`src/inc/pmc_pkg.sv`:
```
// package for the power mode controller: register map, field layout, timing constants
`default_nettype none
package pmc_pkg;
  // ----------------------------------------------------------------
  // register map (byte addresses, one aligned word each)
  // ----------------------------------------------------------------
  localparam logic [7:0] PMC_MODE_OFS   = 8'h00; // global mode field
  localparam logic [7:0] PMC_SLEEP_OFS  = 8'h04; // go-sleep time
  localparam logic [7:0] PMC_PORTPD_OFS = 8'h08; // per-port power-down bits
  localparam logic [7:0] PMC_STATUS_OFS = 8'h0C; // read-only block state
  // ----------------------------------------------------------------
  // field layout
  // ----------------------------------------------------------------
  localparam int PMC_MODE_LSB = 3; // mode field sits at bits [4:3]
  localparam int PMC_MODE_MSB = 4;
  localparam int PMC_NPORTS   = 5; // five phy ports
  // ----------------------------------------------------------------
  // reset values
  // ----------------------------------------------------------------
  localparam logic [1:0] PMC_MODE_RST  = 2'h0;
  localparam logic [7:0] PMC_SLEEP_RST = 8'h10;
  // ----------------------------------------------------------------
  // timing
  // ----------------------------------------------------------------
  localparam int PMC_CLK_MHZ      = 100;
  localparam int PMC_PULSE_NS     = 120;                          // link pulse width
  localparam int PMC_PULSE_CYC    = (PMC_PULSE_NS * PMC_CLK_MHZ + 999) / 1000;
  localparam int PMC_PERIOD_MS    = 1000;                         // one pulse per second
  localparam int PMC_PERIOD_CYC   = PMC_PERIOD_MS * PMC_CLK_MHZ * 1000;
  localparam int PMC_TICK_US      = 1000;                         // go-sleep unit
  localparam int PMC_TICK_CYC     = PMC_TICK_US * PMC_CLK_MHZ;
  localparam int PMC_WAKE_RST_CYC = 16;                           // internal reset length
  // ----------------------------------------------------------------
  // global power modes of the mode field
  // ----------------------------------------------------------------
  typedef enum logic [1:0] {
    PMC_NORMAL   = 2'h0,
    PMC_ENERGY   = 2'h1,
    PMC_SOFT_PD  = 2'h2,
    PMC_PWR_SAVE = 2'h3
  } pmc_mode_type;
endpackage : pmc_pkg
`default_nettype wire

```
`src/inc/pmc_tick_if.sv`:
```
// interface carrying the enable to the timer and the tick and pulse from the timer to the controller
`default_nettype none
interface pmc_tick_if;
  logic run;   // energy detect mode active
  logic tick;  // one-cycle go-sleep time base
  logic pulse; // link pulse level
  modport ctrl  (output run, input tick, input pulse);
  modport timer (input run, output tick, output pulse);
endinterface : pmc_tick_if
`default_nettype wire

```
`src/verilog/pmc_pulse_timer.sv`:
```
// timer: go-sleep time base and the one-per-second link pulse
`default_nettype none
module pmc_pulse_timer
  import pmc_pkg::*;
#(
  parameter int PERIOD_CYC = PMC_PERIOD_CYC,
  parameter int TICK_CYC   = PMC_TICK_CYC
) (
  // clock and reset
  input  wire logic clock,
  input  wire logic rst_n,
  // controller side
  pmc_tick_if.timer tif
);
  // elaboration check: the pulse must end inside its period and the tick needs a count
  if (PERIOD_CYC <= PMC_PULSE_CYC || TICK_CYC < 1) begin : g_bad_counts
    $error("pmc timer: bad counts");
  end
  logic [31:0] per_q; // position in the pulse period
  logic [31:0] tck_q; // position in the tick period
  // ----------------------------------------------------------------
  // counters, held at zero outside energy detect mode
  // ----------------------------------------------------------------
  always_ff @(posedge clock) begin
    if (!rst_n || !tif.run) begin
      per_q     <= 32'h0000_0000;
      tif.pulse <= 1'b0;
    end else begin
      per_q     <= (per_q == 32'(PERIOD_CYC - 1)) ? 32'h0000_0000 : per_q + 32'h0000_0001;
      tif.pulse <= (per_q < 32'(PMC_PULSE_CYC)); // see RULE11
    end
  end
  always_ff @(posedge clock) begin
    if (!rst_n || !tif.run) begin
      tck_q    <= 32'h0000_0000;
      tif.tick <= 1'b0;
    end else begin
      tif.tick <= (tck_q == 32'(TICK_CYC - 1));
      tck_q    <= (tck_q == 32'(TICK_CYC - 1)) ? 32'h0000_0000 : tck_q + 32'h0000_0001;
    end
  end
endmodule : pmc_pulse_timer
`default_nettype wire

```
`src/verilog/pmc_wake_reset.sv`:
```
// internal reset generator used on hardware power-down release and soft wake
`default_nettype none
module pmc_wake_reset
  import pmc_pkg::*;
(
  // clock and reset
  input  wire logic clock,
  input  wire logic rst_n,
  // request and reset output
  input  wire logic start,
  output logic      int_rst
);
  logic [4:0] cnt_q; // remaining reset cycles
  // ----------------------------------------------------------------
  // hold int_rst for a fixed count after each start
  // ----------------------------------------------------------------
  always_ff @(posedge clock) begin
    if (!rst_n) begin
      cnt_q <= 5'(PMC_WAKE_RST_CYC);
    end else if (start) begin
      cnt_q <= 5'(PMC_WAKE_RST_CYC);
    end else if (cnt_q != 5'h00) begin
      cnt_q <= cnt_q - 5'h01;
    end
  end
  assign int_rst = (cnt_q != 5'h00);
endmodule : pmc_wake_reset
`default_nettype wire

```
`src/verilog/pmc_power_ctrl.sv`:
```
// top of the power mode controller: apb registers, mode decode, energy detect, wake
//
// The register offsets and the APB slave port were chosen for this implementation.
`default_nettype none
// Overview of operation
// RULE1 - power-down pin low powers chip off, reset on release
// RULE2 - mode field 00 normal 01 energy 10 soft 11 save
// RULE3 - port phy off by control bit or phy bit
// RULE4 - after reset mode normal, everything on
// RULE5 - normal or saving mode lets host change mode
// RULE6 - saving needs autoneg, no cable, field 11
// RULE7 - saving keeps tx, receive idle until activity
// RULE8 - writing 01 enters energy detect, two states
// RULE9 - no energy past go-sleep time enters low power
// RULE10 - energy returns low power to normal state
// RULE11 - energy mode sends 120 ns pulse each second
// RULE12 - writing 10 stops plls, phys and macs
// RULE13 - any host access wakes soft power-down with reset
// RULE14 - host repeats writes after wake reset
module pmc_power_ctrl
  import pmc_pkg::*;
#(
  parameter int NPORTS     = PMC_NPORTS,
  parameter int PERIOD_CYC = PMC_PERIOD_CYC,
  parameter int TICK_CYC   = PMC_TICK_CYC
) (
  // clock and reset
  input  wire logic              clock,
  input  wire logic              rst_n,
  // apb slave
  input  wire logic              psel,
  input  wire logic              penable,
  input  wire logic              pwrite,
  input  wire logic [7:0]        paddr,
  input  wire logic [31:0]       pwdata,
  output logic      [31:0]       prdata,
  output logic                   pready,
  output logic                   pslverr,
  // power-down pin and phy status
  input  wire logic              chip_power_down_n,
  input  wire logic [NPORTS-1:0] phy_ctrl_pd,
  input  wire logic              autoneg_en,
  input  wire logic [NPORTS-1:0] cable_energy,
  input  wire logic [NPORTS-1:0] link_up,
  // power controls
  output logic                   pll_en,
  output logic                   mac_en,
  output logic                   host_en,
  output logic      [NPORTS-1:0] phy_tx_en,
  output logic      [NPORTS-1:0] phy_rx_en,
  output logic                   ed_rx_en,
  output logic                   link_pulse,
  output logic                   chip_reset
);
  // elaboration check: the per-port enables and status read assume at most eight ports
  if (NPORTS < 1 || NPORTS > 8) begin : g_bad_nports
    $error("pmc: NPORTS must be 1..8");
  end
  // ----------------------------------------------------------------
  // declarations
  // ----------------------------------------------------------------
  pmc_mode_type      mode_q;     // global mode field
  logic [7:0]        sleep_q;    // go-sleep time in ticks
  logic [NPORTS-1:0] portpd_q;   // per-port power-down bits
  logic              low_pwr_q;  // energy detect low power state
  logic [7:0]        idle_q;     // ticks without energy
  logic              pd_q;       // pin held power-down state
  logic              int_rst;    // internal reset from generator
  logic              wake_start; // restart of the internal reset
  logic              ready_q;    // apb access phase answer
  logic              wr_ok;      // write strobe
  logic              any_energy; // energy on any cable
  logic              save_ok;    // power saving conditions hold
  logic              srst_n;     // combined register reset
  pmc_tick_if        tif ();
  // ----------------------------------------------------------------
  // hardware power-down and wake reset
  // ----------------------------------------------------------------
  // pin release and soft wake both restart the internal reset
  always_ff @(posedge clock) begin
    if (!rst_n) begin
      pd_q <= 1'b0;
    end else begin
      pd_q <= !chip_power_down_n; // see RULE1
    end
  end
  // release edge of the pin, or any access while soft powered down
  assign wake_start = (pd_q && chip_power_down_n) ||
                      (mode_q == PMC_SOFT_PD && psel && !penable); // see RULE13
  pmc_wake_reset u_wake (
    .clock   (clock),
    .rst_n   (rst_n),
    .start   (wake_start),
    .int_rst (int_rst)
  );
  assign srst_n = rst_n && !int_rst && !pd_q;
  // ----------------------------------------------------------------
  // apb slave: no wait state, access completes on second cycle
  // ----------------------------------------------------------------
  assign wr_ok = psel && penable && ready_q && pwrite;
  always_ff @(posedge clock) begin
    if (!rst_n) begin
      ready_q <= 1'b0;
    end else begin
      ready_q <= psel && !ready_q; // single-cycle pulse per access
    end
  end
  assign pready = ready_q;
  // bus stays answerable during the wake reset so a wake access finishes
  always_ff @(posedge clock) begin
    if (!rst_n) begin
      prdata  <= 32'h0000_0000;
      pslverr <= 1'b0;
    end else if (psel && !ready_q && !pwrite) begin
      pslverr <= 1'b0;
      unique case (paddr)
        PMC_MODE_OFS:   prdata <= 32'(mode_q) << PMC_MODE_LSB;
        PMC_SLEEP_OFS:  prdata <= {24'h00_0000, sleep_q};
        PMC_PORTPD_OFS: prdata <= 32'(portpd_q);
        PMC_STATUS_OFS: prdata <= {29'h0000_0000, save_ok, low_pwr_q, pll_en};
        default: begin
          prdata  <= 32'h0000_0000;
          pslverr <= 1'b1; // unmapped address
        end
      endcase
    end else if (psel && !ready_q) begin
      prdata  <= 32'h0000_0000;
      pslverr <= !(paddr inside {PMC_MODE_OFS, PMC_SLEEP_OFS, PMC_PORTPD_OFS});
    end
  end
  // ----------------------------------------------------------------
  // mode register; a wake access is discarded by the reset
  // ----------------------------------------------------------------
  always_ff @(posedge clock) begin
    if (!srst_n) begin
      mode_q <= PMC_NORMAL; // see RULE4
    end else if (wr_ok && paddr == PMC_MODE_OFS && mode_q != PMC_SOFT_PD) begin
      // normal and saving leave to any mode, energy detect too
      mode_q <= pmc_mode_type'(pwdata[PMC_MODE_MSB:PMC_MODE_LSB]); // see RULE5
    end
  end
  always_ff @(posedge clock) begin
    if (!srst_n) begin
      sleep_q  <= PMC_SLEEP_RST;
      portpd_q <= '0;
    end else if (wr_ok && paddr == PMC_SLEEP_OFS) begin
      sleep_q <= pwdata[7:0];
    end else if (wr_ok && paddr == PMC_PORTPD_OFS) begin
      portpd_q <= pwdata[NPORTS-1:0];
    end
  end
  // ----------------------------------------------------------------
  // energy detect sub state
  // ----------------------------------------------------------------
  assign any_energy = |cable_energy;
  assign tif.run    = (mode_q == PMC_ENERGY) && srst_n; // see RULE8
  pmc_pulse_timer #(
    .PERIOD_CYC (PERIOD_CYC),
    .TICK_CYC   (TICK_CYC)
  ) u_timer (
    .clock (clock),
    .rst_n (rst_n),
    .tif   (tif)
  );
  always_ff @(posedge clock) begin
    if (!srst_n || mode_q != PMC_ENERGY) begin
      low_pwr_q <= 1'b0;
      idle_q    <= 8'h00;
    end else if (any_energy) begin
      low_pwr_q <= 1'b0; // see RULE10
      idle_q    <= 8'h00;
    end else if (tif.tick) begin
      if (idle_q >= sleep_q) begin
        low_pwr_q <= 1'b1; // see RULE9
      end else begin
        idle_q <= idle_q + 8'h01;
      end
    end
  end
  // ----------------------------------------------------------------
  // power saving qualifier: autoneg on and no cable
  // ----------------------------------------------------------------
  assign save_ok = (mode_q == PMC_PWR_SAVE) && autoneg_en && !(|link_up); // see RULE6
  // ----------------------------------------------------------------
  // decoded power controls, all registered
  // ----------------------------------------------------------------
  always_ff @(posedge clock) begin
    if (!rst_n) begin
      pll_en     <= 1'b1;
      mac_en     <= 1'b1;
      host_en    <= 1'b1;
      phy_tx_en  <= '1;
      phy_rx_en  <= '1;
      ed_rx_en   <= 1'b0;
      link_pulse <= 1'b0;
      chip_reset <= 1'b0;
    end else begin
      chip_reset <= int_rst || pd_q;
      link_pulse <= tif.pulse && !pd_q; // see RULE11
      ed_rx_en   <= !pd_q && (mode_q == PMC_ENERGY);
      if (pd_q) begin
        pll_en    <= 1'b0; // see RULE1
        mac_en    <= 1'b0;
        host_en   <= 1'b0;
        phy_tx_en <= '0;
        phy_rx_en <= '0;
      end else begin
        unique case (mode_q) // see RULE2
          PMC_NORMAL: begin
            pll_en    <= 1'b1;
            mac_en    <= 1'b1;
            host_en   <= 1'b1;
            phy_tx_en <= ~(portpd_q | phy_ctrl_pd); // see RULE3
            phy_rx_en <= ~(portpd_q | phy_ctrl_pd);
          end
          PMC_PWR_SAVE: begin
            pll_en    <= 1'b1;
            mac_en    <= 1'b1;
            host_en   <= 1'b1;
            phy_tx_en <= ~(portpd_q | phy_ctrl_pd); // see RULE7
            // receive block off only while idle; activity powers it up
            phy_rx_en <= ~(portpd_q | phy_ctrl_pd) &
                         ((save_ok ? cable_energy : '1) | link_up);
          end
          PMC_ENERGY: begin
            pll_en    <= !low_pwr_q;
            mac_en    <= !low_pwr_q;
            host_en   <= !low_pwr_q;
            phy_tx_en <= low_pwr_q ? '0 : ~(portpd_q | phy_ctrl_pd);
            phy_rx_en <= low_pwr_q ? '0 : ~(portpd_q | phy_ctrl_pd);
          end
          PMC_SOFT_PD: begin
            pll_en    <= 1'b0; // see RULE12
            mac_en    <= 1'b0;
            host_en   <= 1'b0;
            phy_tx_en <= '0;
            phy_rx_en <= '0;
          end
        endcase
      end
    end
  end
  // ----------------------------------------------------------------
  // assertions
  // ----------------------------------------------------------------
  // length of the running link pulse; a counter keeps the width check off a long repetition
  logic [7:0] pw_q;
  always_ff @(posedge clock) begin
    if (!rst_n || !tif.pulse) begin
      pw_q <= 8'h00;
    end else if (pw_q != 8'hff) begin
      pw_q <= pw_q + 8'h01; // saturates so a stuck pulse cannot wrap back to a legal width
    end
  end
  a_pin_powers_down: assert property (@(posedge clock) disable iff (!rst_n) // see RULE1
    !chip_power_down_n |-> ##2 !pll_en && !mac_en) else $error("pin low did not power down");
  a_pin_release_rst: assert property (@(posedge clock) disable iff (!rst_n) // see RULE1
    pd_q && chip_power_down_n |=> int_rst) else $error("no internal reset on release");
  a_soft_decode: assert property (@(posedge clock) disable iff (!rst_n) // see RULE12
    mode_q == PMC_SOFT_PD && !pd_q && !int_rst ##1 mode_q == PMC_SOFT_PD |->
    !pll_en && !mac_en && phy_tx_en == '0 && phy_rx_en == '0)
    else $error("soft power-down left clocks on");
  a_wake_to_normal: assert property (@(posedge clock) disable iff (!rst_n) // see RULE13
    mode_q == PMC_SOFT_PD && psel && !penable |=> ##1 mode_q == PMC_NORMAL)
    else $error("access did not wake");
  a_mode_write: assert property (@(posedge clock) disable iff (!srst_n) // see RULE5
    wr_ok && paddr == PMC_MODE_OFS && mode_q == PMC_NORMAL |=>
    mode_q == pmc_mode_type'($past(pwdata[PMC_MODE_MSB:PMC_MODE_LSB])))
    else $error("mode write lost");
  a_energy_wake: assert property (@(posedge clock) disable iff (!rst_n) // see RULE10
    low_pwr_q && any_energy && mode_q == PMC_ENERGY |=> !low_pwr_q)
    else $error("no wake on energy");
  a_sleep_on_idle: assert property (@(posedge clock) disable iff (!rst_n) // see RULE9
    low_pwr_q && $stable(mode_q) && mode_q == PMC_ENERGY && !any_energy |=> low_pwr_q)
    else $error("low power left without energy");
  a_normal_on: assert property (@(posedge clock) disable iff (!rst_n) // see RULE4
    mode_q == PMC_NORMAL && !pd_q ##1 !pd_q |-> pll_en && mac_en && host_en)
    else $error("normal mode not fully on");
  a_pulse_width: assert property (@(posedge clock) disable iff (!rst_n) // see RULE11
    $fell(tif.pulse) && $past(tif.run) |-> pw_q == 8'(PMC_PULSE_CYC))
    else $error("bad pulse width");
  a_port_pd: assert property (@(posedge clock) disable iff (!rst_n) // see RULE3
    mode_q == PMC_NORMAL && !pd_q && portpd_q[0] |=> !phy_tx_en[0]) else $error("port not down");
  a_save_on: assert property (@(posedge clock) disable iff (!rst_n) // see RULE6
    mode_q == PMC_PWR_SAVE && !pd_q ##1 !pd_q |-> pll_en && mac_en && host_en)
    else $error("power saving turned clocks off");
  a_save_tx_on: assert property (@(posedge clock) disable iff (!rst_n) // see RULE7
    mode_q == PMC_PWR_SAVE && !pd_q && portpd_q == '0 && phy_ctrl_pd == '0 |=> phy_tx_en == '1)
    else $error("power saving stopped transmit");
  a_low_pwr_off: assert property (@(posedge clock) disable iff (!rst_n) // see RULE9
    mode_q == PMC_ENERGY && low_pwr_q && !pd_q |=> !pll_en && phy_rx_en == '0 && ed_rx_en)
    else $error("low power state left circuits on");
  a_sleep_entry: assert property (@(posedge clock) disable iff (!rst_n) // see RULE9
    srst_n && mode_q == PMC_ENERGY && tif.tick && !any_energy && idle_q >= sleep_q |=> low_pwr_q)
    else $error("idle cable did not enter low power");
  a_soft_wake_rst: assert property (@(posedge clock) disable iff (!rst_n) // see RULE13
    mode_q == PMC_SOFT_PD && psel && !penable |=> int_rst) else $error("wake gave no reset");
  c_enter_energy: cover property (@(posedge clock) disable iff (!rst_n) $rose(low_pwr_q));
  c_soft_wake:    cover property (@(posedge clock) disable iff (!rst_n)
    wake_start && mode_q == PMC_SOFT_PD);
  c_save_mode:    cover property (@(posedge clock) disable iff (!rst_n) save_ok);
  c_pulse_done:   cover property (@(posedge clock) disable iff (!rst_n) $fell(tif.pulse));
  c_pin_down:     cover property (@(posedge clock) disable iff (!rst_n) $rose(pd_q));
endmodule : pmc_power_ctrl
`default_nettype wire

```
`config.mk`:
```
export PLATFORM = sky130hd
export DESIGN_NAME = pmc_power_ctrl
export DESIGN_NICKNAME = d
export VERILOG_FILES = /design/src/inc/pmc_pkg.sv /design/src/inc/pmc_tick_if.sv /design/src/verilog/pmc_pulse_timer.sv /design/src/verilog/pmc_wake_reset.sv /design/src/verilog/pmc_power_ctrl.sv
export SDC_FILE = /design/constraint.sdc
export NUM_CORES = 1
export LEC_CHECK = 0
export ABC_AREA = 1
export BUFFER_PORTS_ARGS = -buffer_cell sky130_fd_sc_hd__buf_2
export CAP_MARGIN = 20
export CORE_MARGIN = 10
export CORE_UTILIZATION = 40
export DETAILED_ROUTE_END_ITERATION = 8
export SLEW_MARGIN = 40
export SYNTH_ARGS = -nofsm -noshare
export SYNTH_HDL_FRONTEND = slang
export SYNTH_SLANG_ARGS = --single-unit
```
`constraint.sdc`:
```
create_clock -name clock -period 2.13 [get_ports clock]
set_input_delay 0.213 -clock clock [delete_from_list [all_inputs] [get_ports clock]]
set_output_delay 0.213 -clock clock [all_outputs]
set_load 0.01 [all_outputs]
```
Word-level counts from Yosys, hierarchy flattened
Index checks and enable logic that the tools add are counted.
- output and inout bits: 50
- word-level logic and storage cells: 107
- register bits: 144
- input port bits: 62
- order comparisons: 2
- reductions and logical operators: 50
- eq/ne operators: 10
- bitwise operators: 7
- mux-type cells: 14
- add/sub/neg operators: 4
- operators by type and width (cell ; count):
    adder 32 x 1 -> 32 bit, second input constant ; 2
    2-to-1 mux 32 bit ; 2
    equality test 32 x 17 -> 1 bit, second input constant ; 1
    equality test 32 x 27 -> 1 bit, second input constant ; 1
    less-than comparator 32 x 4 -> 1 bit, second input constant ; 1
    one-hot mux 8 bit (4 select lines) ; 1
    2-to-1 mux 5 bit ; 4
    one-hot mux 5 bit (4 select lines) ; 1
    logical AND 1 bit ; 19
    equality test 8 x 4 -> 1 bit, second input constant ; 2
    one-hot mux 5 bit (3 select lines) ; 1
    zero test 1 bit ; 12
    bitwise OR 5 bit ; 2
    adder 8 x 1 -> 8 bit, second input constant ; 1
    equality test 8 x 3 -> 1 bit, second input constant ; 1
    greater-or-equal comparator 8 bit ; 1
    zero test 8 bit ; 1
    OR reduction 2 bit ; 4
    AND reduction 2 bit ; 3
    OR reduction 6 bit ; 1
    bitwise AND 5 bit ; 1
    inverter 5 bit ; 1
    nonzero test 5 bit ; 1
    OR reduction 5 bit ; 1
    other kinds (13) ; 22

Longest topological paths before layout
Gate-level depths: netlist of the first run.
- depth after elaboration: 8
- gate-level depth with buffers: 13
- depth with buffers taken out: 13

Hierarchy
Synthesis of the first run repeated with hierarchy kept, for this count alone.
- cells, all modules: 1065
- area total of the unflattened synthesis: 6762.7 µm²
- modules (own cells, without submodules) (module ; times used ; area each (µm²) ; cells each ; sequential area each (µm²)):
    pmc_pulse_timer ; 1 ; 3832.4 ; 655 ; 1321.3
    pmc_power_ctrl ; 1 ; 2688.8 ; 376 ; 980.9
    pmc_wake_reset ; 1 ; 241.5 ; 34 ; 100.1

Worst setup path before layout of the first run
OpenSTA, ideal clock, no wires.
- path type: register to register
- start: register sleep_q[7]
- end: register idle_q[5]
- path slack: 0.520 ns
- clock period less this slack: 1.610 ns
- arrival time: 1.500 ns
- stages on the path, launching flop included: 10
- required time: 2.020 ns
- setup time: 0.110 ns
- path buffers: 0
- cells stage by stage: dfxtp_1 > inv_1 > ha_1 > a21o_1 > nor2_1 > nand3_1 > inv_1 > nand2_1 > nand2_1 > nor2_1
- word-level cells in the longest chain between the ends: 3
- ends and longest elaborated chain (what ; line ; text):
    from (decl) ; pmc_power_ctrl.sv:63 ; logic [7:0] sleep_q;
    from (signal assigned) ; pmc_power_ctrl.sv:147 ; sleep_q <= pwdata[7:0];
    greater-or-equal comparator 8 bit ; pmc_power_ctrl.sv:173 ; if (idle_q >= sleep_q) begin
    inverter 1 bit (no source line) ; n/a ;
    AND reduction 2 bit (no source line) ; n/a ;
    to (signal assigned) ; pmc_power_ctrl.sv:176 ; idle_q <= idle_q + 8'h01;
    to (decl) ; pmc_power_ctrl.sv:66 ; logic [7:0] idle_q;
Every way passes these cells.
A chain may end at the register's enable or synchronous reset.

Final worst setup path of the first run
- start: register sleep_q[3]
- end: register idle_q[3]
The elaborated chain is that of the path after synthesis.

==> results of run 1 <==
[timing repair]
action / CTS / global route
hold buffers: 1 / 0
hold endpoints to repair: 1 / 0
setup endpoints to repair: 0 / 0
[area by class of cell]
cell class                      instances  area (sq um)
Clock buffer                           21           470
Clock inverter                         11           170
Fill cell                            1650          8300
Inverter                              123           462
Multi-Input combinational cell        687          3430
Sequential cell                       120          2400
Tap cell                              216           270
Timing Repair Buffer                   70           383
[metrics by stage]
| stage | instance area, sq um | instances | setup slack (ns) | total power, uW | util [%] |
|---|---|---|---|---|---|
| floorplan | 6560 | 965 | 0.520 | 2650 | - |
| global placement | 6940 | 1215 | 0.334 | 2730 | 43.7 |
| detailed placement | 6940 | 1215 | 0.328 | 2740 | 43.7 |
| CTS | 7590 | 1248 | 0.308 | 5840 | 47.8 |
| global route | 7590 | 1248 | 0.0907 | 6020 | 47.8 |
| finish | 7590 | 1248 | 0.314 | 5770 | 47.8 |
[power breakdown]
part           switching (uW)  internal, uW  total [uW]
combinational             213           135         348
sequential               36.4          2310        2340
clock                    1030          2050        3080
[per-layer routing]
layer / GRT usage, % / wire length (um)
met5: 0 / 0
met4: 5.30 / 264
met3: 4.27 / 923
met2: 23.1 / 7090
met1: 19.4 / 7800
[cells in the final DEF (no fill, tap or decap), types with 2 or more instances in the layout]
cell | netlist | final
nand2_2 | 7 | 7
inv_1 | 115 | 115
a31oi_1 | 4 | 4
nand3_1 | 67 | 67
clkinv_4 | 0 | 2
buf_2 | 0 | 63
nor2_1 | 138 | 138
nor3_2 | 6 | 6
buf_4 | 26 | 5
nand4_1 | 21 | 21
bufinv_16 | 0 | 4
o21ai_1 | 2 | 2
clkbuf_16 | 0 | 17
nor4_1 | 5 | 5
xnor2_1 | 8 | 8
nor2_2 | 7 | 7
clkinvlp_4 | 0 | 3
dfxtp_1 | 120 | 120
a211oi_1 | 6 | 6
a21oi_1 | 43 | 43
o21bai_1 | 3 | 3
nor3_4 | 3 | 3
o31ai_1 | 4 | 4
nor2_4 | 5 | 5
nand3b_1 | 5 | 5
inv_2 | 7 | 7
o21ai_0 | 21 | 21
nor3_1 | 30 | 30
clkinv_2 | 0 | 2
or2_2 | 2 | 2
xor2_1 | 13 | 13
conb_1 | 1 | 24
ha_1 | 17 | 17
or2_1 | 3 | 3
a21oi_2 | 10 | 10
clkbuf_8 | 0 | 3
nand2_1 | 224 | 224
[cells by family after synthesis]
kind of cell,after synthesis
DFF,120
buffers and inverters,158
AOI/OAI and AO/OA,98
other,1
xor gates and xnor gates,21
adders and majority gates,17
and+or+nand+nor,527
[state kept, by name, indices dropped and copies added (netlist names), 2 cells and up]
register	cells
idle_q	8
mode_q	2
phy_rx_en	5
phy_tx_en	5
portpd_q	5
prdata	8
sleep_q	8
u_timer.per_q	32
u_timer.tck_q	32
u_wake.cnt_q	5
[worst paths after layout]
kind | slack [ns] | end | cells past startpoint | from
max reg2reg | 0.31 | idle_q[3] | 12 | sleep_q[3]
min reg2reg | 0.44 | link_pulse | 2 | u_timer.tif.pulse
max | 0.31 | idle_q[3] | 12 | sleep_q[3]
min | 0.06 | sleep_q[6] | 3 | pwdata[6]
[worst max-delay path: stages (launching register included)]
cell and delay, ns:
dfxtp_1 0.33, inv_1 0.06, ha_1 0.31, nand2_1 0.09, nor2_1 0.05, nor2_1 0.09, nand2_1 0.05, nand2_1 0.10
nand3_1 0.22, inv_1 0.24, nand2_1 0.08, nand2_1 0.06, nor2_1 0.04
==> run metrics, run 1 <==
Nets 1098; clock root cell clkbuf_16; YS warnings 0; adder-cell area share of the yosys netlist 3.29%; ys flop type dfxtp_1; gpl congestion 0.906; area grow syn2layout 17.2%; clk_skew 0.00496 ns; hold slack final 0.0581 ns; Pre-Repair DR Iteration Count 5; synth unique cells 42; EDFF count, synth 0; ANT nets after route 0; Peak supply drop 0.544 mV; mux contribution to synthesized area 0%; period utilisation layout 85.3%; clock buffer depth 2; vias in the first global route 5592; CP max FO 7; Synth top cells by count 224 x nand2_1, 138 x nor2_1, 120 x dfxtp_1, 115 x inv_1, 67 x nand3_1; main combinational cell family by area after synthesis simple AND/OR/NAND/NOR gates; cell taking the most area after synthesis dfxtp_1; DR DRC count 0; Worst setup SP type flip-flop; critical path required time 2.44 ns; arrival time worst endpoint 2.13 ns; Die Y 147 um; Initial Util 40.8%; pwr dens 760 mW/mm^2; clock latency on the worst-skew pair 0.42 ns; Core ar. 0.0159 sq mm; initial antenna violation count 0; Synth Area in Simple Gates 36.5%; CTS tree yes; vias 5943; Pleak 0.00279 uW; DIE AREA 0.0217 sq mm; Fin. Hold Viols 0; wire length of the first global-routing pass 26900 um; post-synth top area share 37.1%; Worst Hold Class in -> reg; clock sink total 120; Ports 112; Seq/Total Area, Yosys 37.1%; complex-gate fraction of the synthesized area 8.95%; maximum number of pins on one net before global-route repair 29; count of final setup violators 0; RSZ-0062 raised after global routing false; Synth Instances 942; Ant. Diodes 0; Via density 4.76; TritonCTS buffer count 17; hpwl dp 12600 um; setup TNS 0 ns; most common cell in the netlist nand2_1; status finished clean; DIE WIDTH 147 um; maxcap violations 0; Avg WL per Cell 12.9 um; Fmax achieved 551 MHz; Synth Area in XOR/XNOR 2.84%; Mapped Area 0.00647 sq mm; Site Rows 46; critical setup path kind reg -> reg; FFs w/ async S/R, synth 0%; crit path time final 1.82 ns; Slew Viols, Final 0; overall routed net length 16100 um; Port Buffers 63; overall routing resource usage 14.9%; Reg clk slew, reported paths 0.05 ns; H-tree levels 4; share of layout cells above drive strength 1 14.5%; GRT overflow 0; Mean Syn Cell Area 6.87 sq um; Post CTS Setup Buffer Count 0; crit path capture type flip-flop; top cells by area, synth dfxtp_1 37%, nand2_1 13%, nor2_1 8.0%; initial DRC count 372; CTS resizes 0; synthesis-stage register bit count 120
Power figures use the tool's default switching activity.
==> inputs of run 2 (changes only) <==
--- a/config.mk
+++ b/config.mk
@@ -11,6 +11,7 @@
 export CORE_MARGIN = 10
 export CORE_UTILIZATION = 40
 export DETAILED_ROUTE_END_ITERATION = 8
+export RECOVER_POWER = 100
 export SLEW_MARGIN = 40
 export SYNTH_ARGS = -nofsm -noshare
 export SYNTH_HDL_FRONTEND = slang
==> run 2 against run 1 <==
- die area stayed put
- critical path type unchanged
- wire length grew 0.21%
- clock-buffer cell count did not move
- worst hold slack improved by 0.016 ns
==> run metrics, run 2 (synthesis gave the netlist of run 1 again) <==
R2R depth 9; vias 5940; Reg clk slew, reported paths 0.06 ns; Fmax achieved 534 MHz; Ports 112; H-tree levels 4; CTS resizes 0; RSZ-0062 raised after global routing false; overall routed net length 16100 um; hold_sp pwdata[6]; maxcap violations 0; Nets 1098; DR DRC count 0; count of final setup violators 0; hpwl dp 12600 um; clock root cell clkbuf_16; commonest non-fill, non-tap cell in the layout nand2_1; Post CTS Setup Buffer Count 0; Slew Viols, Final 0; R2R setup slack 0.26 ns; Final Core Density 47.2%; critical setup path kind reg -> reg; Ant. Diodes 0; clock sink total 120; Pre-Repair DR Iteration Count 5; gpl congestion 0.906; status finished clean; Worst setup SP type flip-flop; DIE WIDTH 147 um; arrival time worst endpoint 2.21 ns; Fin. Hold Viols 0; Via density 4.76; clock latency on the worst-skew pair 0.42 ns; area grow syn2layout 15.9%; crit path time final 1.87 ns; DIE AREA 0.0217 sq mm; hold slack final 0.0738 ns; critical path required time 2.47 ns; hold path cells 3; clk_skew 0.00603 ns; setup TNS 0 ns; final worst setup slack 0.258 ns; CP max FO 10; overall routing resource usage 14.9%; share of layout cells above drive strength 1 10.6%; Core ar. 0.0159 sq mm; RR Startpoint u_wake.cnt_q[0]; initial antenna violation count 0; GRT overflow 0; crit path capture type flip-flop; Die Y 147 um; clock buffer depth 2; vias in the first global route 5592; pre-CTS WS 0.328 ns; Port Buffers 63; pwr dens 767 mW/mm^2; TritonCTS buffer count 17; largest registers u_timer.per_q: 32 flops, u_timer.tck_q: 32 flops; r2r endpoint sleep_q[5]; Avg WL per Cell 12.9 um; initial DRC count 341; Initial Util 40.8%; period utilisation layout 87.9%; Pwr Total 5760 uW; Worst Hold Class in -> reg; ANT nets after route 0; maximum number of pins on one net before global-route repair 29; hold endpoint sleep_q[6]; Pleak 0.00270 uW; CTS tree yes; Site Rows 46; Peak supply drop 0.541 mV; wire length of the first global-routing pass 26900 um; most frequent cells in the layout 224 x nand2_1, 141 x nor2_1, 120 x dfxtp_1
[run 2: worst max-delay path by stage]
stage / start / to / cells after the start
after floorplan: sleep_q[7] / idle_q[5] / 9
after global placement: sleep_q[7] / idle_q[3] / 9
after detailed placement: sleep_q[3] / idle_q[3] / 12
after CTS: sleep_q[3] / idle_q[3] / 12
after global routing: u_wake.cnt_q[0] / sleep_q[1] / 9
final: u_wake.cnt_q[0] / sleep_q[5] / 9
[run 2: layer usage]
metal  routed length, um  vias up  GRT usage [%]  part of all wire, %
li1                    -     3149              -                    -
met1                7850     2647           19.4                   49
met2                7130      126           23.1                   44
met3                 921       18           4.27                  5.7
met4                 216        0           5.30                  1.3
met5                   0        -              0                    0
[run 2: power breakdown]
| part | leakage, uW | switching (uW) | internal, uW |
|---|---|---|---|
| logic | 0.00143 | 212 | 123 |
| clock network | 0.000305 | 1030 | 2050 |
| registers | 0.000972 | 37.2 | 2310 |
| total | 0.00270 | 1280 | 4480 |
[run 2: area by class of cell]
cell class	instances	area (sq um)
Sequential cell	120	2400
Fill cell	1681	8380
Inverter	123	462
Tap cell	216	270
Clock inverter	11	170
Clock buffer	21	470
Timing Repair Buffer	70	340
Multi-Input combinational cell	687	3390
[run 2: critical path, cell delays in order, from the launching register on]
cell and delay, ns:
dfxtp_1 0.31, inv_1 0.11, ha_1 0.16, nand2_1 0.10, nor3_4 0.16, clkbuf_1 0.23, nand2_1 0.14, inv_1 0.26
o21ai_0 0.17, a21oi_1 0.16
[run 2: metrics by stage]
step	cells	instance area [sq um]
detailed placement	1215	6940
global placement	1215	6940
global route	1248	7500
floorplan	965	6560
finish	1248	7500
CTS	1248	7590
[run 2: timing repair]
action                     4_1_cts  5_1_grt
hold endpoints to repair         1        0
hold buffers                     1        0
setup endpoints to repair        0        0
==> inputs of run 3 (changes only) <==
--- a/config.mk
+++ b/config.mk
@@ -11,6 +11,7 @@
 export CORE_MARGIN = 10
 export CORE_UTILIZATION = 40
 export DETAILED_ROUTE_END_ITERATION = 8
+export PLACE_DENSITY = 0.68
 export RECOVER_POWER = 100
 export SLEW_MARGIN = 40
 export SYNTH_ARGS = -nofsm -noshare
==> run 3 against run 2 <==
- worst setup slack worse by 0.016 ns
- sequential cell count unchanged
- clock power fell by 2%
- final cell count is essentially flat
- die area stayed put
- combinational power is essentially flat
- global-route usage fell by 0.20 points
- first-iteration DRC count rose by 20%
- sequential power hardly changed
- via count is 0.84% higher
- critical path depth unchanged
- maximum frequency fell by 0.84%
==> run metrics, run 3 (synthesis gave the netlist of run 1 again) <==
wire length of the first global-routing pass 26800 um; maxcap violations 0; clock latency on the worst-skew pair 0.42 ns; H-tree levels 4; vias in the first global route 5699; hpwl dp 12100 um; ANT nets after route 0; final worst setup slack 0.242 ns; Hold Buf Count CTS 1; maximum number of pins on one net before global-route repair 29; Ant. Diodes 0; commonest non-fill, non-tap cell in the layout nand2_1; CTS tree yes; DIE AREA 0.0217 sq mm; DR DRC count 0; Fin. Hold Viols 0; clk_skew 0.00783 ns; DIE WIDTH 147 um; Post CTS Setup Buffer Count 0; Fmax achieved 530 MHz; CP max FO 7; period utilisation layout 88.7%; max incr delay on CP 0.33 ns; Worst Hold Class in -> reg; Via density 4.80; initial DRC count 408; RSZ-0062 raised after global routing false; share of layout cells above drive strength 1 9.80%; status finished clean; critical setup path kind reg -> reg; Slew Viols, Final 0; setup TNS 0 ns; CP Capture Point idle_q[5]; critical path's top delay family simple AND/OR/NAND/NOR gates; DP Cell Count 1214; CTS resizes 0; R2R depth 9; largest registers u_timer.per_q: 32 flops, u_timer.tck_q: 32 flops; arrival time worst endpoint 2.21 ns; pwr dens 763 mW/mm^2; Pwr Total 5690 uW; Site Rows 46; RR Startpoint sleep_q[7]; Pre-Repair DR Iteration Count 5; Crit path buffers/inverters 2; Peak supply drop 0.601 mV; Nets 1097; count of final setup violators 0; initial antenna violation count 0; flip-flop and latch area 0.00240 sq mm; area grow syn2layout 15.1%; Worst setup SP type flip-flop; TritonCTS buffer count 17; clock root cell clkbuf_16; Final Core Density 46.9%; Crit path depth 9; R2R setup slack 0.24 ns; Pleak 0.00268 uW; gpl congestion 0.901; clock sink total 120; GRT overflow 0; Avg WL per Cell 12.7 um; Critical Path Source sleep_q[7]; CP max stage cell dfxtp_1; overall routing resource usage 14.7%; footprint of the multi-input gates 0.00337 sq mm; critical path required time 2.46 ns; Ports 112; clock buffer depth 2; crit path capture type flip-flop; crit-path cells inv_1 > ha_1 > a21o_1 > nor2_1 > nand3_1 > inv_1 > nand2_1 > nand2_1 > nor2_1; Reg clk slew, reported paths 0.06 ns; Fill cells 1655; Initial Util 40.8%; Final Non-Filler Cells 1247; most frequent cells in the layout 225 x nand2_1, 143 x nor2_1, 120 x dfxtp_1; pre-CTS WS 0.260 ns; Port Buffers 63; r2r endpoint idle_q[5]; Die Y 147 um; Core ar. 0.0159 sq mm; overall routed net length 15800 um; vias 5990; crit path time final 1.89 ns
-- run 3: changes by cell type in the layout (fill, tap and decap cells not counted), moves of 2 or more --
cell,previous run,this run
clkbuf_8,3,0
nor2_2,4,2
clkbuf_1,29,31
nor2_1,141,143
-- run 3: worst reg2reg max path, stage by stage (launching register included) --
cell	delay, ns
dfxtp_1	0.33
inv_1	0.06
ha_1	0.30
a21o_1	0.18
nor2_1	0.25
nand3_1	0.27
inv_1	0.23
nand2_1	0.07
nand2_1	0.06
nor2_1	0.04
-- run 3: cell type report --
cell class,instances,area share (%)
Clock inverter,12,2.37
Inverter,123,6.20
Clock buffer,20,5.86
Tap cell,216,3.63
Sequential cell,120,32.3
Multi-Input combinational cell,687,45.3
Timing Repair Buffer,69,4.38
-- run 3: per-stage QoR --
step	hold WS, ns	cell area (sq um)
2_1_floorplan	0.282	6560
3_3_place_gp	0.404	6930
3_5_place_dp	0.410	6930
4_1_cts	0.0454	7550
5_1_grt	0.0691	7450
6_report	0.0625	7450
-- run 3: power by group --
| part | internal, uW | switching [uW] | leakage [uW] | total [uW] |
|---|---|---|---|---|
| Clock | 1950 | 1060 | 0.000294 | 3010 |
| Sequential | 2310 | 39.0 | 0.000972 | 2340 |
| Combinational | 122 | 210 | 0.00142 | 333 |
-- run 3: worst min path at each step --
stage | from | to | slack, ns | depth (start not counted)
2_1_floorplan | rst_n | phy_rx_en[0] | 0.28 | 1
5_1_grt | pwdata[0] | sleep_q[0] | 0.07 | 3
3_5_place_dp | chip_power_down_n | pd_q | 0.41 | 2
4_1_cts | phy_ctrl_pd[0] | phy_rx_en[0] | 0.05 | 4
6_report | phy_ctrl_pd[0] | phy_rx_en[0] | 0.06 | 4
3_3_place_gp | chip_power_down_n | pd_q | 0.40 | 2
-- run 3: layer usage --
layer | track usage (%) | wire length, um
met4 | 4.81 | 196
met2 | 23.4 | 7100
met1 | 18.5 | 7360
met5 | 0 | 0
met3 | 4.79 | 1160
